<file path="config.mk">
export PLATFORM = sky130hd
export DESIGN_NAME = rtcai_ctrl
export DESIGN_NICKNAME = d
export VERILOG_FILES = /design/src/rtcai_pkg.sv /design/src/rtcai_ctrl.sv
export VERILOG_INCLUDE_DIRS = /design/src
export SDC_FILE = /design/constraint.sdc
export NUM_CORES = 1
export LEC_CHECK = 0
export ABC_CLOCK_PERIOD_IN_PS = 6880
export CELL_PAD_IN_SITES_DETAIL_PLACEMENT = 1
export CELL_PAD_IN_SITES_GLOBAL_PLACEMENT = 1
export CORE_MARGIN = 8
export CORE_UTILIZATION = 35
export DETAILED_ROUTE_END_ITERATION = 12
export DONT_BUFFER_PORTS = 1
export GPL_TIMING_DRIVEN = 0
export PLACE_DENSITY_LB_ADDON = 0.1
export SYNTH_ARGS = -nofsm -noshare
export SYNTH_HDL_FRONTEND = slang
export SYNTH_SLANG_ARGS = --single-unit
</file>
<file path="constraint.sdc">
create_clock -name i_clk -period 6.88 [get_ports i_clk]
set_input_delay 1.376 -clock i_clk [delete_from_list [all_inputs] [get_ports i_clk]]
set_output_delay 1.376 -clock i_clk [all_outputs]
set_load 0.03 [all_outputs]
</file>
<file path="src/rtcai_map.svh">
// Offsets, field positions, reset values and timing for alarm/irq control
// Assumes a 17-bit byte address bus and a 20 MHz core clock
`ifndef RTCAI_MAP_SVH
`define RTCAI_MAP_SVH
`define RTCAI_ADR_FLAGS 17'h1fff0
`define RTCAI_ADR_ASEC 17'h1fff2
`define RTCAI_ADR_AMIN 17'h1fff3
`define RTCAI_ADR_AHOUR 17'h1fff4
`define RTCAI_ADR_ADATE 17'h1fff5
`define RTCAI_ADR_ICTL 17'h1fff6
`define RTCAI_B_WIE 7
`define RTCAI_B_AIE 6
`define RTCAI_B_PFE 5
`define RTCAI_B_ABE 4
`define RTCAI_B_HL 3
`define RTCAI_B_PL 2
`define RTCAI_B_MASK 7
`define RTCAI_B_ZERO 6
`define RTCAI_B_WDF 7
`define RTCAI_B_AF 6
`define RTCAI_B_PF 5
`define RTCAI_RST_REG 8'h00
`define RTCAI_CLK_HZ 64'd20000000
`define RTCAI_PULSE_MS 64'd200
`endif

</file>
<file path="src/rtcai_pkg.sv">
// Types shared by the alarm and interrupt control block
// Assumes nothing of its surroundings
package rtcai_pkg;
  typedef logic [7:0] rtcai_byte_t;
  typedef enum logic [1:0] {
    RTCAI_IDLE,
    RTCAI_READ,
    RTCAI_WRITE
  } rtcai_bus_t;
endpackage

</file>
<file path="src/rtcai_ctrl.sv">
// Alarm match, event flags and interrupt pin control of an RTC
// Assumes bus pins and timekeeping inputs synchronous to i_clk
//
// Overview of operation
// RULE_01 - Watchdog timeout drives pin when enable set
// RULE_02 - Alarm match drives pin when enable set
// RULE_03 - Power fail drives pin when enable set
// RULE_04 - Alarm in backup only when enabled
// RULE_05 - Polarity: push-pull high or open-drain low
// RULE_06 - Pulse mode holds pin about 200 ms
// RULE_07 - Level mode holds pin until flags read
// RULE_08 - Control bits 1 and 0 unused
// RULE_09 - Date alarm: mask, zero, tens, units
// RULE_10 - Date mask zero includes date in match
// RULE_11 - Hours alarm: mask, zero, digits, mask selects
// RULE_12 - Minutes alarm: mask bit, digits, mask selects
// RULE_13 - Seconds alarm: mask bit and digits
// RULE_14 - Seconds mask zero includes seconds
// RULE_15 - Alarm flag on match, cleared on read
// RULE_16 - Watchdog flag on timeout, cleared on read
// RULE_17 - Power-fail flag on fall, cleared on read
// RULE_18 - BCD compare once per seconds update
`timescale 1ns/1ps
`include "rtcai_map.svh"
module rtcai_ctrl #(
  parameter int unsigned PULSE_CYC =
    int'((`RTCAI_PULSE_MS * `RTCAI_CLK_HZ) / 64'd1000)
) (
  input wire logic i_clk,
  input wire logic i_rst_n,
  input wire logic [16:0] i_addr,
  input wire logic [7:0] i_dq,
  input wire logic i_ce_n,
  input wire logic i_we_n,
  input wire logic i_oe_n,
  output logic [7:0] o_dq,
  output logic o_dq_oe,
  input wire logic [6:0] i_now_sec,
  input wire logic [6:0] i_now_min,
  input wire logic [6:0] i_now_hour,
  input wire logic [6:0] i_now_date,
  input wire logic i_sec_tick,
  input wire logic i_wdog_timeout,
  input wire logic i_pwr_fail,
  output logic o_int,
  output logic o_int_oe
);

  // ----------------------------------------
  // Address decode
  // ----------------------------------------
  function automatic logic hit(input logic [16:0] a,
                               input logic [16:0] t);
    hit = (a == t);
  endfunction

  rtcai_pkg::rtcai_bus_t st_q;
  rtcai_pkg::rtcai_bus_t st_d;
  logic [16:0] adr_q;
  rtcai_pkg::rtcai_byte_t wdat_q;
  rtcai_pkg::rtcai_byte_t alm_q [4];
  rtcai_pkg::rtcai_byte_t ctl_q;
  logic wdf_q;
  logic af_q;
  logic pf_q;
  logic pwr_q;
  logic lvl_q;
  logic [21:0] pls_q;
  logic [21:0] pls_d;
  logic int_on_d;

  wire rd_act = !i_ce_n && i_we_n && !i_oe_n;
  wire wr_act = !i_ce_n && !i_we_n;
  wire wr_done = (st_q == rtcai_pkg::RTCAI_WRITE) && !wr_act;
  wire rd_done = (st_q == rtcai_pkg::RTCAI_READ) && !rd_act;
  wire flags_clr = rd_done && hit(adr_q, `RTCAI_ADR_FLAGS);

  wire [16:0] adr_tab [4] = '{`RTCAI_ADR_ASEC, `RTCAI_ADR_AMIN,
                              `RTCAI_ADR_AHOUR, `RTCAI_ADR_ADATE};
  wire [6:0] now_tab [4] = '{i_now_sec, i_now_min,
                             i_now_hour, i_now_date};

  wire watchdog_irq_enable = ctl_q[`RTCAI_B_WIE];
  wire alarm_irq_enable = ctl_q[`RTCAI_B_AIE];
  wire powerfail_irq_enable = ctl_q[`RTCAI_B_PFE];
  wire abe = ctl_q[`RTCAI_B_ABE];
  wire hl = ctl_q[`RTCAI_B_HL];
  wire pl = ctl_q[`RTCAI_B_PL];

  // ----------------------------------------
  // Bus cycle tracking
  // ----------------------------------------
  always_comb
  begin
    st_d = rtcai_pkg::RTCAI_IDLE;
    if (wr_act)
      st_d = rtcai_pkg::RTCAI_WRITE;
    else if (rd_act)
      st_d = rtcai_pkg::RTCAI_READ;
  end

  always_ff @(posedge i_clk or negedge i_rst_n)
  begin
    if (!i_rst_n)
    begin
      st_q <= rtcai_pkg::RTCAI_IDLE;
      adr_q <= 17'h00000;
      wdat_q <= `RTCAI_RST_REG;
    end
    else
    begin
      st_q <= st_d;
      if (wr_act || rd_act)
        adr_q <= i_addr;
      if (wr_act)
        wdat_q <= i_dq;
    end
  end

  // ----------------------------------------
  // Alarm registers and match
  // ----------------------------------------
  logic [3:0] fld_ok;
  genvar gi;
  generate
    for (gi = 0; gi < 4; gi++)
    begin : g_alm
      // Hours and date keep bit 6 at zero
      wire rsv = (gi >= 2);
      always_ff @(posedge i_clk or negedge i_rst_n)
      begin
        if (!i_rst_n)
          alm_q[gi] <= `RTCAI_RST_REG;
        else if (wr_done && hit(adr_q, adr_tab[gi]))
          alm_q[gi] <= {wdat_q[7], wdat_q[6] & !rsv,
                        wdat_q[5:0]}; // [RULE_09] [RULE_11] [RULE_12] [RULE_13]
      end
      assign fld_ok[gi] = alm_q[gi][`RTCAI_B_MASK] ||
                          (alm_q[gi][6:0] == now_tab[gi]); // [RULE_10] [RULE_14] [RULE_18]
    end
  endgenerate

  wire alm_ok = abe || !i_pwr_fail; // [RULE_04]
  wire alm_evt = i_sec_tick && (&fld_ok) && alm_ok; // [RULE_15] [RULE_18]
  wire pf_evt = i_pwr_fail && !pwr_q; // [RULE_17]
  wire int_evt = (watchdog_irq_enable && i_wdog_timeout) || // [RULE_01]
                 (alarm_irq_enable && alm_evt) || // [RULE_02]
                 (powerfail_irq_enable && pf_evt); // [RULE_03]

  // ----------------------------------------
  // Control and flags
  // ----------------------------------------
  always_ff @(posedge i_clk or negedge i_rst_n)
  begin
    if (!i_rst_n)
    begin
      ctl_q <= `RTCAI_RST_REG;
      wdf_q <= 1'b0;
      af_q <= 1'b0;
      pf_q <= 1'b0;
      pwr_q <= 1'b0;
    end
    else
    begin
      if (wr_done && hit(adr_q, `RTCAI_ADR_ICTL))
        ctl_q <= {wdat_q[7:2], 2'b00}; // [RULE_08]
      wdf_q <= i_wdog_timeout || (wdf_q && !flags_clr); // [RULE_16]
      af_q <= alm_evt || (af_q && !flags_clr); // [RULE_15]
      pf_q <= pf_evt || (pf_q && !flags_clr); // [RULE_17]
      pwr_q <= i_pwr_fail;
    end
  end

  // ----------------------------------------
  // Interrupt pin
  // ----------------------------------------
  always_comb
  begin
    pls_d = pls_q;
    if (int_evt && pl)
      pls_d = PULSE_CYC[21:0]; // [RULE_06]
    else if (pls_q != 22'h000000)
      pls_d = pls_q - 22'h000001;
  end

  assign int_on_d = pl ? (pls_d != 22'h000000) : // [RULE_06]
                    (int_evt || (lvl_q && !flags_clr)); // [RULE_07]

  always_ff @(posedge i_clk or negedge i_rst_n)
  begin
    if (!i_rst_n)
    begin
      lvl_q <= 1'b0;
      pls_q <= 22'h000000;
      o_int <= 1'b0;
      o_int_oe <= 1'b0;
    end
    else
    begin
      lvl_q <= (int_evt && !pl) || (lvl_q && !flags_clr); // [RULE_07]
      pls_q <= pls_d;
      o_int <= hl && int_on_d; // [RULE_05]
      o_int_oe <= hl || int_on_d; // [RULE_05]
    end
  end

  // ----------------------------------------
  // Read data
  // ----------------------------------------
  rtcai_pkg::rtcai_byte_t rdat;
  always_comb
  begin
    rdat = 8'h00;
    if (hit(i_addr, `RTCAI_ADR_FLAGS))
      rdat = {wdf_q, af_q, pf_q, 5'h00};
    else if (hit(i_addr, `RTCAI_ADR_ICTL))
      rdat = ctl_q;
    for (int k = 0; k < 4; k++)
      if (hit(i_addr, adr_tab[k]))
        rdat = alm_q[k];
  end

  always_ff @(posedge i_clk or negedge i_rst_n)
  begin
    if (!i_rst_n)
    begin
      o_dq <= 8'h00;
      o_dq_oe <= 1'b0;
    end
    else
    begin
      o_dq <= rd_act ? rdat : 8'h00;
      o_dq_oe <= rd_act;
    end
  end

  // ----------------------------------------
  // Checks
  // ----------------------------------------
  property p_wdog_pin;
    @(posedge i_clk) disable iff (!i_rst_n)
    i_wdog_timeout && watchdog_irq_enable && !pl |=> lvl_q && (o_int || o_int_oe);
  endproperty
  a_wdog_pin: assert property (p_wdog_pin) // [RULE_01]
    else $error("watchdog timeout did not raise pin");

  property p_alm_flag;
    @(posedge i_clk) disable iff (!i_rst_n)
    alm_evt |=> af_q;
  endproperty
  a_alm_flag: assert property (p_alm_flag) // [RULE_15]
    else $error("alarm match did not set flag");

  property p_pf_pin;
    @(posedge i_clk) disable iff (!i_rst_n)
    pf_evt && powerfail_irq_enable && !pl |=> lvl_q && pf_q;
  endproperty
  a_pf_pin: assert property (p_pf_pin) // [RULE_03]
    else $error("power fail did not raise pin");

  property p_backup;
    @(posedge i_clk) disable iff (!i_rst_n)
    i_pwr_fail && !abe |-> !alm_evt;
  endproperty
  a_backup: assert property (p_backup) // [RULE_04]
    else $error("alarm fired in backup without enable");

  property p_odrain;
    @(posedge i_clk) disable iff (!i_rst_n)
    !hl && !int_evt |=> !o_int;
  endproperty
  a_odrain: assert property (p_odrain) // [RULE_05]
    else $error("open-drain pin driven high");

  property p_pulse;
    @(posedge i_clk) disable iff (!i_rst_n)
    int_evt && pl |=> pls_q == PULSE_CYC[21:0] ##1 pls_q != 22'h000000;
  endproperty
  a_pulse: assert property (p_pulse) // [RULE_06]
    else $error("pulse length not loaded");

  property p_level;
    @(posedge i_clk) disable iff (!i_rst_n)
    lvl_q && !flags_clr |=> lvl_q;
  endproperty
  a_level: assert property (p_level) // [RULE_07]
    else $error("level interrupt dropped without read");

  property p_date_zero;
    @(posedge i_clk) disable iff (!i_rst_n)
    1'b1 |-> alm_q[3][6] == 1'b0 && alm_q[2][6] == 1'b0;
  endproperty
  a_date_zero: assert property (p_date_zero) // [RULE_09]
    else $error("fixed zero bit set in alarm register");

  property p_wdf;
    @(posedge i_clk) disable iff (!i_rst_n)
    i_wdog_timeout |=> wdf_q;
  endproperty
  a_wdf: assert property (p_wdf) // [RULE_16]
    else $error("watchdog flag not set");

endmodule

</file>
[Yosys cells after proc, flatten, opt, wreduce, memory -nomap -nowiden]
Cells that the tools add are included.
Word-level totals
  logic and storage cells: 99
  output and inout bits: 11
  register bits after elaboration: 101
  bits of input ports: 61
Cells by class
  reduce and logical (&&, ||, !) cells: 50
  equal/unequal tests: 18
  add/sub/neg operators: 1
  mux-type cells: 12
Operator list (count)
  17-bit == test (second input constant): 12
  8-bit 2-to-1 mux: 7
  22-bit 2-to-1 mux: 2
  22-bit nonzero test: 2
  1-bit logical AND: 24
  22-bit by 1-bit subtractor with 22-bit output (second input constant): 1
  6-bit by 7-bit == test with 1-bit output: 2
  7-bit == test: 2
  1-bit logical OR: 14
  1-bit logical NOT: 9
  4-bit AND reduction: 1
  2-bit by 1-bit == test with 1-bit output (second input constant): 1
  2-bit == test (second input constant): 1
  1-bit 2-to-1 mux: 2
  2-bit 2-to-1 mux: 1

[Logic depth before layout (Yosys ltp)]
Gate-level depths: netlist of the first run.
  word-level depth: 13
  mapped depth: 11
  gate-level depth less buffers: 9

[Least setup slack after synthesis of the first run]
No wires, ideal clock.
  kind: in2reg
  start point: in i_now_date[2]
  end point: reg pls_q[10]
  library setup time: 0.132 ns
  cell stages on the path: 8
  path slack: 3.763 ns
  data required time: 6.748 ns
  arrival time: 2.985 ns
  path buffers: 1
  cell sequence: xor2_1 > nor4_1 > a41oi_1 > nor4_1 > a222oi_1 > nor2b_1 > clkbuf_1 > nor2_1
Between the ends
  word-level cells in the longest chain between the ends: 10
Ends and longest elaborated chain
  start, declared: RTL line rtcai_ctrl.sv:41  | input wire logic [6:0] i_now_date,
  6-bit by 7-bit == test with 1-bit output: RTL line rtcai_ctrl.sv:139  | (alm_q[gi][6:0] == now_tab[gi]);
  1-bit logical OR: RTL line rtcai_ctrl.sv:138  | assign fld_ok[gi] = alm_q[gi][`RTCAI_B_MASK] ||
  4-bit AND reduction: RTL line rtcai_ctrl.sv:144  | wire alm_evt = i_sec_tick && (&fld_ok) && alm_ok;
  1-bit logical AND (2 in a row): RTL line rtcai_ctrl.sv:144
  1-bit logical AND: RTL line rtcai_ctrl.sv:147  | (alarm_irq_enable && alm_evt) ||
  1-bit logical OR: RTL line rtcai_ctrl.sv:146  | wire int_evt = (watchdog_irq_enable && i_wdog_timeout) ||
  1-bit logical OR: RTL line rtcai_ctrl.sv:147
  1-bit logical AND: RTL line rtcai_ctrl.sv:180  | if (int_evt && pl)
  22-bit 2-to-1 mux: RTL line rtcai_ctrl.sv:180
  via pls_d[10]: RTL line rtcai_ctrl.sv:69  | logic [21:0] pls_d;
  end signal, assigned: RTL line rtcai_ctrl.sv:201  | pls_q <= pls_d;
  end, declared: RTL line rtcai_ctrl.sv:68  | logic [21:0] pls_q;
The timed path passes the listed nets, and every way through them passes these cells.
A chain may end at the register's enable or synchronous reset.

[Worst setup path in the final report of the first run]
  start point: in i_now_date[2]
  end point: reg pls_q[19]
Same word-level chain as after synthesis.

==> results.cfg, run 1 <==
[synth]
yosysWarnings = 0
synthCells = 436
synthDistinctLibCells = 57
syn_avg_cell_area_sq_um = 11.5
syn_area_sq_um = 5000
ys_ff_latch = 101
synth_enable_flop_cells = 0
synth_nets = 498
synth-main-ff-cell = dfrtp_1
synthTopCellsByCount = dfrtp_1, mux2_2, nor2_1
yosysMostFrequentCell = dfrtp_1
netlist_top_cells_area = dfrtp_1, mux2_2, xor2_1
synth_top_area_frac = 0.506
synth_top_area_cell = dfrtp_1
async_reset_ff_frac = 1.00
synth-seq-area-share = 0.506

[drt]
firstDrtPassIters = 5
via_per_inst = 5.68
ant_nets = 0
drc = 0
wirelength_um = 14500
avgRoutedWirePerCell_um = 22.9
num_vias = 3598
drt-initial-drc-count = 197

[critical_path]
max_stage_delay_ps = 650
required_ps = 7170
cpMostUsedCell = nor4_1
rr_endpoint = o_int_oe
r2r_slack_ps = 3540
arrival_ps = 4140
path_max_fanout = 10
path_cells = xor2_1 > nor4_1 > a41oi_1 > nor4_1 > a222oi_1 > nor2b_1 > clkbuf_1 > nand2b_1
crit_type = in2reg
start_kind = input pin
regToRegStartpoint = pls_q[1]
slowest_stage = nor4_1
r2r_cells = 11
endpoint_kind = flop

[grt]
grt_max_degree = 102
grt_pass1_wl_um = 23200
grt_util_met2 = 0.242
met1_usage = 0.235
antenna_found_initial = 0
overflow = 0
top_usage_layer = met2
grt_pass1_vias = 3945
grt_usage = 0.166
use_met3 = 0.0486

[timing]
fmaxAchievable_mhz = 259
skew_ps = 6.06
final-max-slew-violation-count = 0
max_slew.worst_pin.slew_ps = 1300
fin_ws_ps = 3020
slew_headroom = 0.130
final.setup.tns_ps = 0
min_period_ps = 3860
hold_viol_final = 0
setup-violations-final = 0
period_share = 0.560
grt_setup_unrepaired = no
fin_hold_ws_ps = 488

[placement]
dp_hpwl_um = 10600
gp_congestion = 0.819
numPortBuffers = 0
dp_slack_ps = 2730

[cts]
cts_made_buffers = 9
cts.path.max_buffers = 2
cts-resized-gates = 0
cts.clk_slew.worst_paths_ps = 70
ctsHoldBuffers = 0
cts_setup_buffers = 0
clock-root-buffer = clkbuf_16
cts-htree-levels = 3
cts.sinks = 101
cts_tree = built
clk_latency_ps = 350

[finish]
nFillCells = 1546
nets = 509
drive_gt1_frac = 0.210
syn2layout_area_growth_pct = 10.5

[outcome]
status = finished clean

[min_path]
hold_end = wdf_q
hp-start = wdf_q
hold_class = reg2reg
hold_depth = 1

[pwr]
p_leak_nw = 2.23
powerDensity_nw_per_um2 = 215
irDropWorstVdd_mv = 0.117

[run]
drv_cap = 0

[floorplan]
coreArea_sq_um = 13900
die-area_sq_um = 18400
ioPinCount = 72
die_w_um = 135
rows = 43
die_h_um = 135
start_util = 0.359
## per-stage QoR
| stage | area (sq um) | util | cells | power, mW |
|---|---|---|---|---|
| 2_1_floorplan | 5000 | - | 436 | 0.676 |
| 4_1_cts | 5520 | 0.396 | 632 | 1.21 |
| 5_1_grt | 5520 | 0.396 | 632 | 1.23 |
| 3_3_place_gp | 5220 | 0.375 | 616 | 0.691 |
| 3_5_place_dp | 5220 | 0.375 | 616 | 0.694 |
| 6_report | 5520 | 0.396 | 633 | 1.18 |
## critical path: cells and delay by family
kind | cells | cell delay, ps
AO/OA/AOI/OAI | 2 | 570
buffers and inverters | 1 | 490
AND/OR/NAND/NOR | 4 | 1560
XOR/XNOR | 1 | 150
## how the worst max path moves through the flow
stage / startpoint / end / slack, ps / cells past startpoint
finish: i_now_date[2] / pls_q[19] / 3020 / 8
CTS: i_now_date[2] / pls_q[19] / 3070 / 8
global placement: i_now_date[2] / pls_q[8] / 2750 / 8
floorplan: i_now_date[2] / pls_q[10] / 3760 / 8
global route: i_now_hour[5] / pls_q[0] / 2930 / 8
detailed placement: i_now_date[2] / pls_q[3] / 2730 / 8
## metal layers
metal / vias to the layer above / wire [um]
met2: 89 / 6490
met4: 0 / 162
met1: 1848 / 6900
met5: - / 0
li1: 1651 / -
met3: 10 / 917
## flip-flops by register name, indices dropped and copies added (netlist names), 2 cells and up
signal and flops:
alm_q 30, pls_q 22, adr_q 17, o_dq 8, wdat_q 8, ctl_q 6
st_q 2
## layout by cell type, fill, tap and decap left out, types with 3 or more instances in the layout
cell	instances
dfrtp_1	101
mux2_2	65
nor2_1	29
xor2_1	22
nor3_1	16
nand2_1	16
xnor2_1	15
a21oi_1	15
nor4_1	14
nand4_1	12
clkbuf_1	11
or3_1	10
nand3_1	9
o21ai_0	9
clkbuf_16	9
inv_1	7
a22oi_1	6
a222oi_1	5
a21o_1	5
nand2b_1	5
nor2b_1	4
or2_2	4
and3_1	4
a41oi_1	3
a211oi_1	3
a31oi_1	3
nor4b_1	3
clkinvlp_4	3
## cell type report
cell class / count / area (sq um) / share of cell area
Antenna cell: 1 / 2.50 / 0.000453
Inverter: 7 / 26.3 / 0.00476
Clock inverter: 5 / 42.5 / 0.00771
Tap cell: 180 / 225 / 0.0408
Buffer: 11 / 41.3 / 0.00748
Multi-Input combinational cell: 317 / 2400 / 0.435
Sequential cell: 101 / 2530 / 0.458
Clock buffer: 11 / 253 / 0.0458
## report_power, final
group / leakage (nW) / switching [mW] / internal (mW)
Sequential: 1.26 / 0.0225 / 0.615
Clock: 0.136 / 0.233 / 0.269
Combinational: 0.834 / 0.0182 / 0.0264
## cell families after synthesis
| logic type | synth area share |
|---|---|
| buffers and inverters | 0.0135 |
| xor gates and xnor gates | 0.0648 |
| adders and majority gates | 0.00250 |
| DFF | 0.506 |
| muxes | 0.150 |
| and+or+nand+nor | 0.173 |
| AOI/OAI and AO/OA | 0.0896 |
Note: power is estimated with default switching activity, not from simulation.
==> run 2: changes to the inputs <==
ABC_AREA = 1   (was unset)
ABC_CLOCK_PERIOD_IN_PS = 3570   (was 6880)
clock period = 3.57 ns   (was 6.88 ns; I/O delays follow)
==> results.cfg, run 2 <==
[outcome]
status = finished clean

[timing]
final-max-slew-violation-count = 0
setup-violations-final = 0
period_share = 0.676
min_period_ps = 2410
slew_headroom = 0.604
max_slew.worst_pin.slew_ps = 589
fmaxAchievable_mhz = 415
grt_setup_unrepaired = no
hold_viol_final = 0
skew_ps = 7.38
final.setup.tns_ps = 0

[finish]
final_common_cell = nand2_1
drive_gt1_frac = 0.0882
nFillCells = 1840
antenna_cells = 0
largest_register_ffs = 30
syn2layout_area_growth_pct = 10.3
nets = 749
seqCellArea_sq_um = 2530
top_register = alm_q
multi_input_area_sq_um = 2310
top_regs = alm_q (30), pls_q (22), adr_q (17)
mostFrequentLayoutCells = nand2_1, inv_1, dfrtp_1, nor2_1, o21ai_0

[critical_path]
slowest_stage = dfrtp_1
max_stage_delay_ps = 390
arrival_ps = 2650
cp.depth = 15
endpoint_kind = flop
worstSetupStartpoint = pls_q[0]
crit_end = o_int_oe
rr_endpoint = o_int_oe
required_ps = 3810
r2r_slack_ps = 1160
critPathBufInv = 3
start_kind = flop
cpMostUsedCell = nand2_1
path_max_fanout = 5
r2r_cells = 15
regToRegStartpoint = pls_q[0]
crit_type = reg2reg
critPathTopFamily = simple AND/OR/NAND/NOR gates
path_cells = inv_1 > ha_1 > inv_1 > nor2_2 > nand4_1 > nand2_1 > inv_2 > nand3b_1 > nand2_1 > nor2_1 > nand3_1 > nor2_1 > nand2_1 > o21bai_2 > nand2_1

[drt]
avgRoutedWirePerCell_um = 17.4
via_per_inst = 4.93
drc = 0
num_vias = 4341
ant_nets = 0
drt-initial-drc-count = 117
wirelength_um = 15300
firstDrtPassIters = 4

[synth]
syn_area_sq_um = 5350
synthDistinctLibCells = 43
yosysWarnings = 0
synthCells = 676
yosysMostFrequentCell = nand2_1
syn_avg_cell_area_sq_um = 7.91
synth-main-ff-cell = dfrtp_1
netlist_top_cells_area = dfrtp_1, nand2_1, inv_1
synth_top_area_cell = dfrtp_1
async_reset_ff_frac = 1.00
synthTopCellsByCount = nand2_1, inv_1, dfrtp_1
ys_ff_latch = 101
synth-seq-area-share = 0.473
synth_top_area_frac = 0.473
synth_nets = 738
synth_enable_flop_cells = 0

[floorplan]
start_util = 0.354
coreArea_sq_um = 15100
rows = 45
die-area_sq_um = 19500
die_h_um = 140
ioPinCount = 72
die_w_um = 140

[cts]
cts-htree-levels = 3
cts_made_buffers = 9
clk_latency_ps = 350
cts-resized-gates = 0
cts_tree = built
cts.path.max_buffers = 2
clock-root-buffer = clkbuf_16
cts.clk_slew.worst_paths_ps = 80
cts.sinks = 101
cts_setup_buffers = 0
ctsHoldBuffers = 0

[grt]
overflow = 0
grt_pass1_vias = 4691
grt_pass1_wl_um = 24700
grt_max_degree = 102
antenna_found_initial = 0
grt_usage = 0.161

[pwr]
p_total_mw = 2.61
powerDensity_nw_per_um2 = 442
irDropWorstVdd_mv = 0.241
p_leak_nw = 2.91

[placement]
gp_congestion = 0.838
dp_hpwl_um = 11900
numPortBuffers = 0

[run]
drv_cap = 0

[min_path]
hold_class = in2async
## run 2: changes by cell type in the layout (fill, tap and decap cells not counted), sizes merged, moves of 10 or more
cell	delta
inv	+112
or3	-11
mux2	-54
o21ai	+26
a21oi	+19
nand3	+15
clkbuf	-10
nand2	+134
nor3	-11
nor2	+80
nor4	-11
## run 2: stage by stage
step | hold WS (ps) | cells | setup WS (ps) | util | cell area, sq um
detailed placement | 423 | 864 | 981 | 0.370 | 5580
CTS | 31.4 | 880 | 1150 | 0.391 | 5900
global placement | 422 | 864 | 996 | 0.370 | 5580
global route | 19.8 | 880 | 949 | 0.391 | 5900
finish | 49.1 | 880 | 1160 | 0.391 | 5900
floorplan | 418 | 676 | 1460 | - | 5350
## run 2: worst min path at each step
stage	from	endpoint	slack, ps	cells after the start
6_report	i_rst_n	pls_q[7]	50	0
5_1_grt	i_rst_n	adr_q[15]	20	0
3_3_place_gp	i_rst_n	pls_q[20]	420	0
2_1_floorplan	i_rst_n	adr_q[0]	420	0
4_1_cts	i_rst_n	adr_q[15]	30	0
3_5_place_dp	i_rst_n	pls_q[9]	420	0
## run 2: final cells by class
class | count | share of cell area
inverters | 118 | 0.0751
plain buffers | 11 | 0.0112
flip-flops and latches | 101 | 0.428
clock inverters | 7 | 0.0157
clock buffers | 9 | 0.0382
well taps | 188 | 0.0399
multi-input cells | 446 | 0.392
## run 2: cells by family (layout without fill, tap and decap cells)
kind of cell / Yosys count / after routing / share of synthesized area
simple gates: 312 / 312 / 0.256
buf+inv: 129 / 145 / 0.0952
flops: 101 / 101 / 0.473
compound gates: 90 / 90 / 0.0966
xor+xnor: 25 / 25 / 0.0409
mux: 18 / 18 / 0.0363
fa+ha+maj: 1 / 1 / 0.00234
## run 2: power breakdown
group	switching [mW]	internal [mW]	total, mW
registers	0.0696	1.20	1.27
logic	0.183	0.108	0.291
clock network	0.485	0.563	1.05
## run 2: routing by layer
layer | routed length [um] | vias to the layer above | GRT usage
met5 | 0 | - | 0
met4 | 236 | 0 | 0.0514
met1 | 7120 | 2106 | 0.206
met2 | 7160 | 76 | 0.263
li1 | - | 2144 | -
met3 | 776 | 15 | 0.0414
## run 2: worst register-to-register path: cells and delay by family (launching register included)
| kind | cells | cell delay [ps] |
|---|---|---|
| simple gates | 10 | 1290 |
| flops | 1 | 390 |
| buf+inv | 3 | 250 |
| fa+ha+maj | 1 | 220 |
| compound gates | 1 | 160 |
==> run 3: changes to the inputs <==
ABC_CLOCK_PERIOD_IN_PS = 2400   (was 3570)
clock period = 2.4 ns   (was 3.57 ns; I/O delays follow)
==> results.cfg, run 3 (synthesized netlist as in run 2, its figures left out) <==
[drt]
wl_met3_um = 678
dr.max_layer_used = met4
ant_nets = 0
via_per_inst = 4.94
drc = 0
drt-initial-drc-count = 149
wirelength_um = 15400
met2_length_um = 7310
num_vias = 4388
firstDrtPassIters = 4
avgRoutedWirePerCell_um = 17.4
wl_met1_um = 7240

[timing]
max_slew.worst_pin.slew_ps = 577
min_period_ps = 2240
hold_viol_final = 101
final-max-slew-violation-count = 0
slew_headroom = 0.612
period_share = 0.935
skew_ps = 7.47
fin_hold_ws_ps = -186
setup-violations-final = 0
fmaxAchievable_mhz = 446

[critical_path]
regToRegStartpoint = pls_q[9]
worstSetupStartpoint = pls_q[9]
required_ps = 2640
path_max_fanout = 4
start_kind = flop
r2r_slack_ps = 160
endpoint_kind = flop
arrival_ps = 2490
crit_type = reg2reg

[min_path]
hold_class = in2async

[pwr]
clkPwrFrac = 0.396
p_sw_frac = 0.285
powerDensity_nw_per_um2 = 650
p_total_mw = 3.94
sequentialPowerShare = 0.482
irDropWorstVdd_mv = 0.360
p_leak_nw = 2.96
switchingPower_mw = 1.12
p_int_mw = 2.81
power_frac_comb = 0.122

[grt]
grt_pass1_wl_um = 24700
grt_pass1_vias = 4691
antenna_found_initial = 0
grt_usage = 0.161
grt_max_degree = 102
overflow = 0

[floorplan]
die_w_um = 140
rows = 45
coreArea_sq_um = 15100
die_h_um = 140
ioPinCount = 72
start_util = 0.354
die-area_sq_um = 19500

[cts]
cts_tree = built
clk_latency_ps = 350
cts.path.max_buffers = 2
cts-htree-levels = 3
clock-root-buffer = clkbuf_16
cts.clk_slew.worst_paths_ps = 70
cts.sinks = 101
cts_made_buffers = 9

[outcome]
violations = negative hold slack
status = finished, violations left

[finish]
top_register = alm_q
top_regs = alm_q (30), pls_q (22), adr_q (17)
syn2layout_area_growth_pct = 13.3
antenna_cells = 0
nFillCells = 1817
final_common_cell = nand2_1
fin_util = 0.401
drive_gt1_frac = 0.126
nets = 758
largest_register_ffs = 30
mostFrequentLayoutCells = nand2_1, inv_1, dfrtp_1, nor2_1, o21ai_0

[placement]
dp_hpwl_um = 11900
numPortBuffers = 0
gp_congestion = 0.838

[run]
drv_cap = 0
-- run 3: cell count changes in the layout (fill, tap and decap cells not counted), sizes merged --
cell | previous run | this run
buf | 8 | 17
-- run 3: worst max-delay path, cell delays in order (launching register included) --
cell	delay, ps
dfrtp_1	430
nor2_2	190
nand2_2	100
nor2_4	150
nand4_1	200
buf_4	210
nand3_1	100
nand3_1	70
nor2_1	110
nand3_1	100
nor2_1	140
nand2_1	80
o21bai_2	180
nand2_1	60
-- run 3: path summary, 6_finish.rpt --
check                                 end  cells past startpoint
max in group asynchronous       wdat_q[3]                      0
worst min-delay path             pls_q[7]                      0
min in group i_clk                  pwr_q                      0
worst max register to register   o_int_oe                     13
worst max-delay path             o_int_oe                     13
worst min register to register       pf_q                      1
-- run 3: repair_timing --
action,CTS,global route
pin swaps,1,13
setup buffers,0,9
resized for setup,1,29
hold endpoints to repair,101,101
endpoints found under the setup margin,2,12
-- run 3: final cells by class --
class                           count  area [sq um]  area share
Multi-Input combinational cell    446          2390       0.395
Buffer                             11          72.6      0.0120
Tap cell                          188           235      0.0388
Inverter                          118           443      0.0731
Sequential cell                   101          2530       0.418
Timing Repair Buffer                9          67.6      0.0112
Clock buffer                        9           225      0.0372
Clock inverter                      7          92.6      0.0153
-- run 3: metrics by stage --
stage,area [sq um],setup TNS (ps),setup WS [ps],instances
global placement,5580,0,37.1,864
global route,6060,-2.71,-2.71,889
detailed placement,5580,0,1.58,864
floorplan,5350,0,435,676
finish,6060,0,156,889
CTS,5910,0,36.8,880
-- run 3: per-layer routing --
| layer | up-vias | global-route usage |
|---|---|---|
| met1 | 2147 | 0.206 |
| met5 | - | 0 |
| li1 | 2163 | - |
| met2 | 65 | 0.263 |
| met3 | 13 | 0.0414 |
| met4 | 0 | 0.0514 |
-- run 3: power by group through the flow --
stage          registers, mW  clock network (mW)  logic (mW)
2_1_floorplan           1.89                   0       0.350
3_3_place_gp            1.92                   0       0.421
3_5_place_dp            1.93                   0       0.437
4_1_cts                 1.89                1.61       0.445
5_1_grt                 1.91                1.67       0.546
6_report                1.90                1.56       0.480
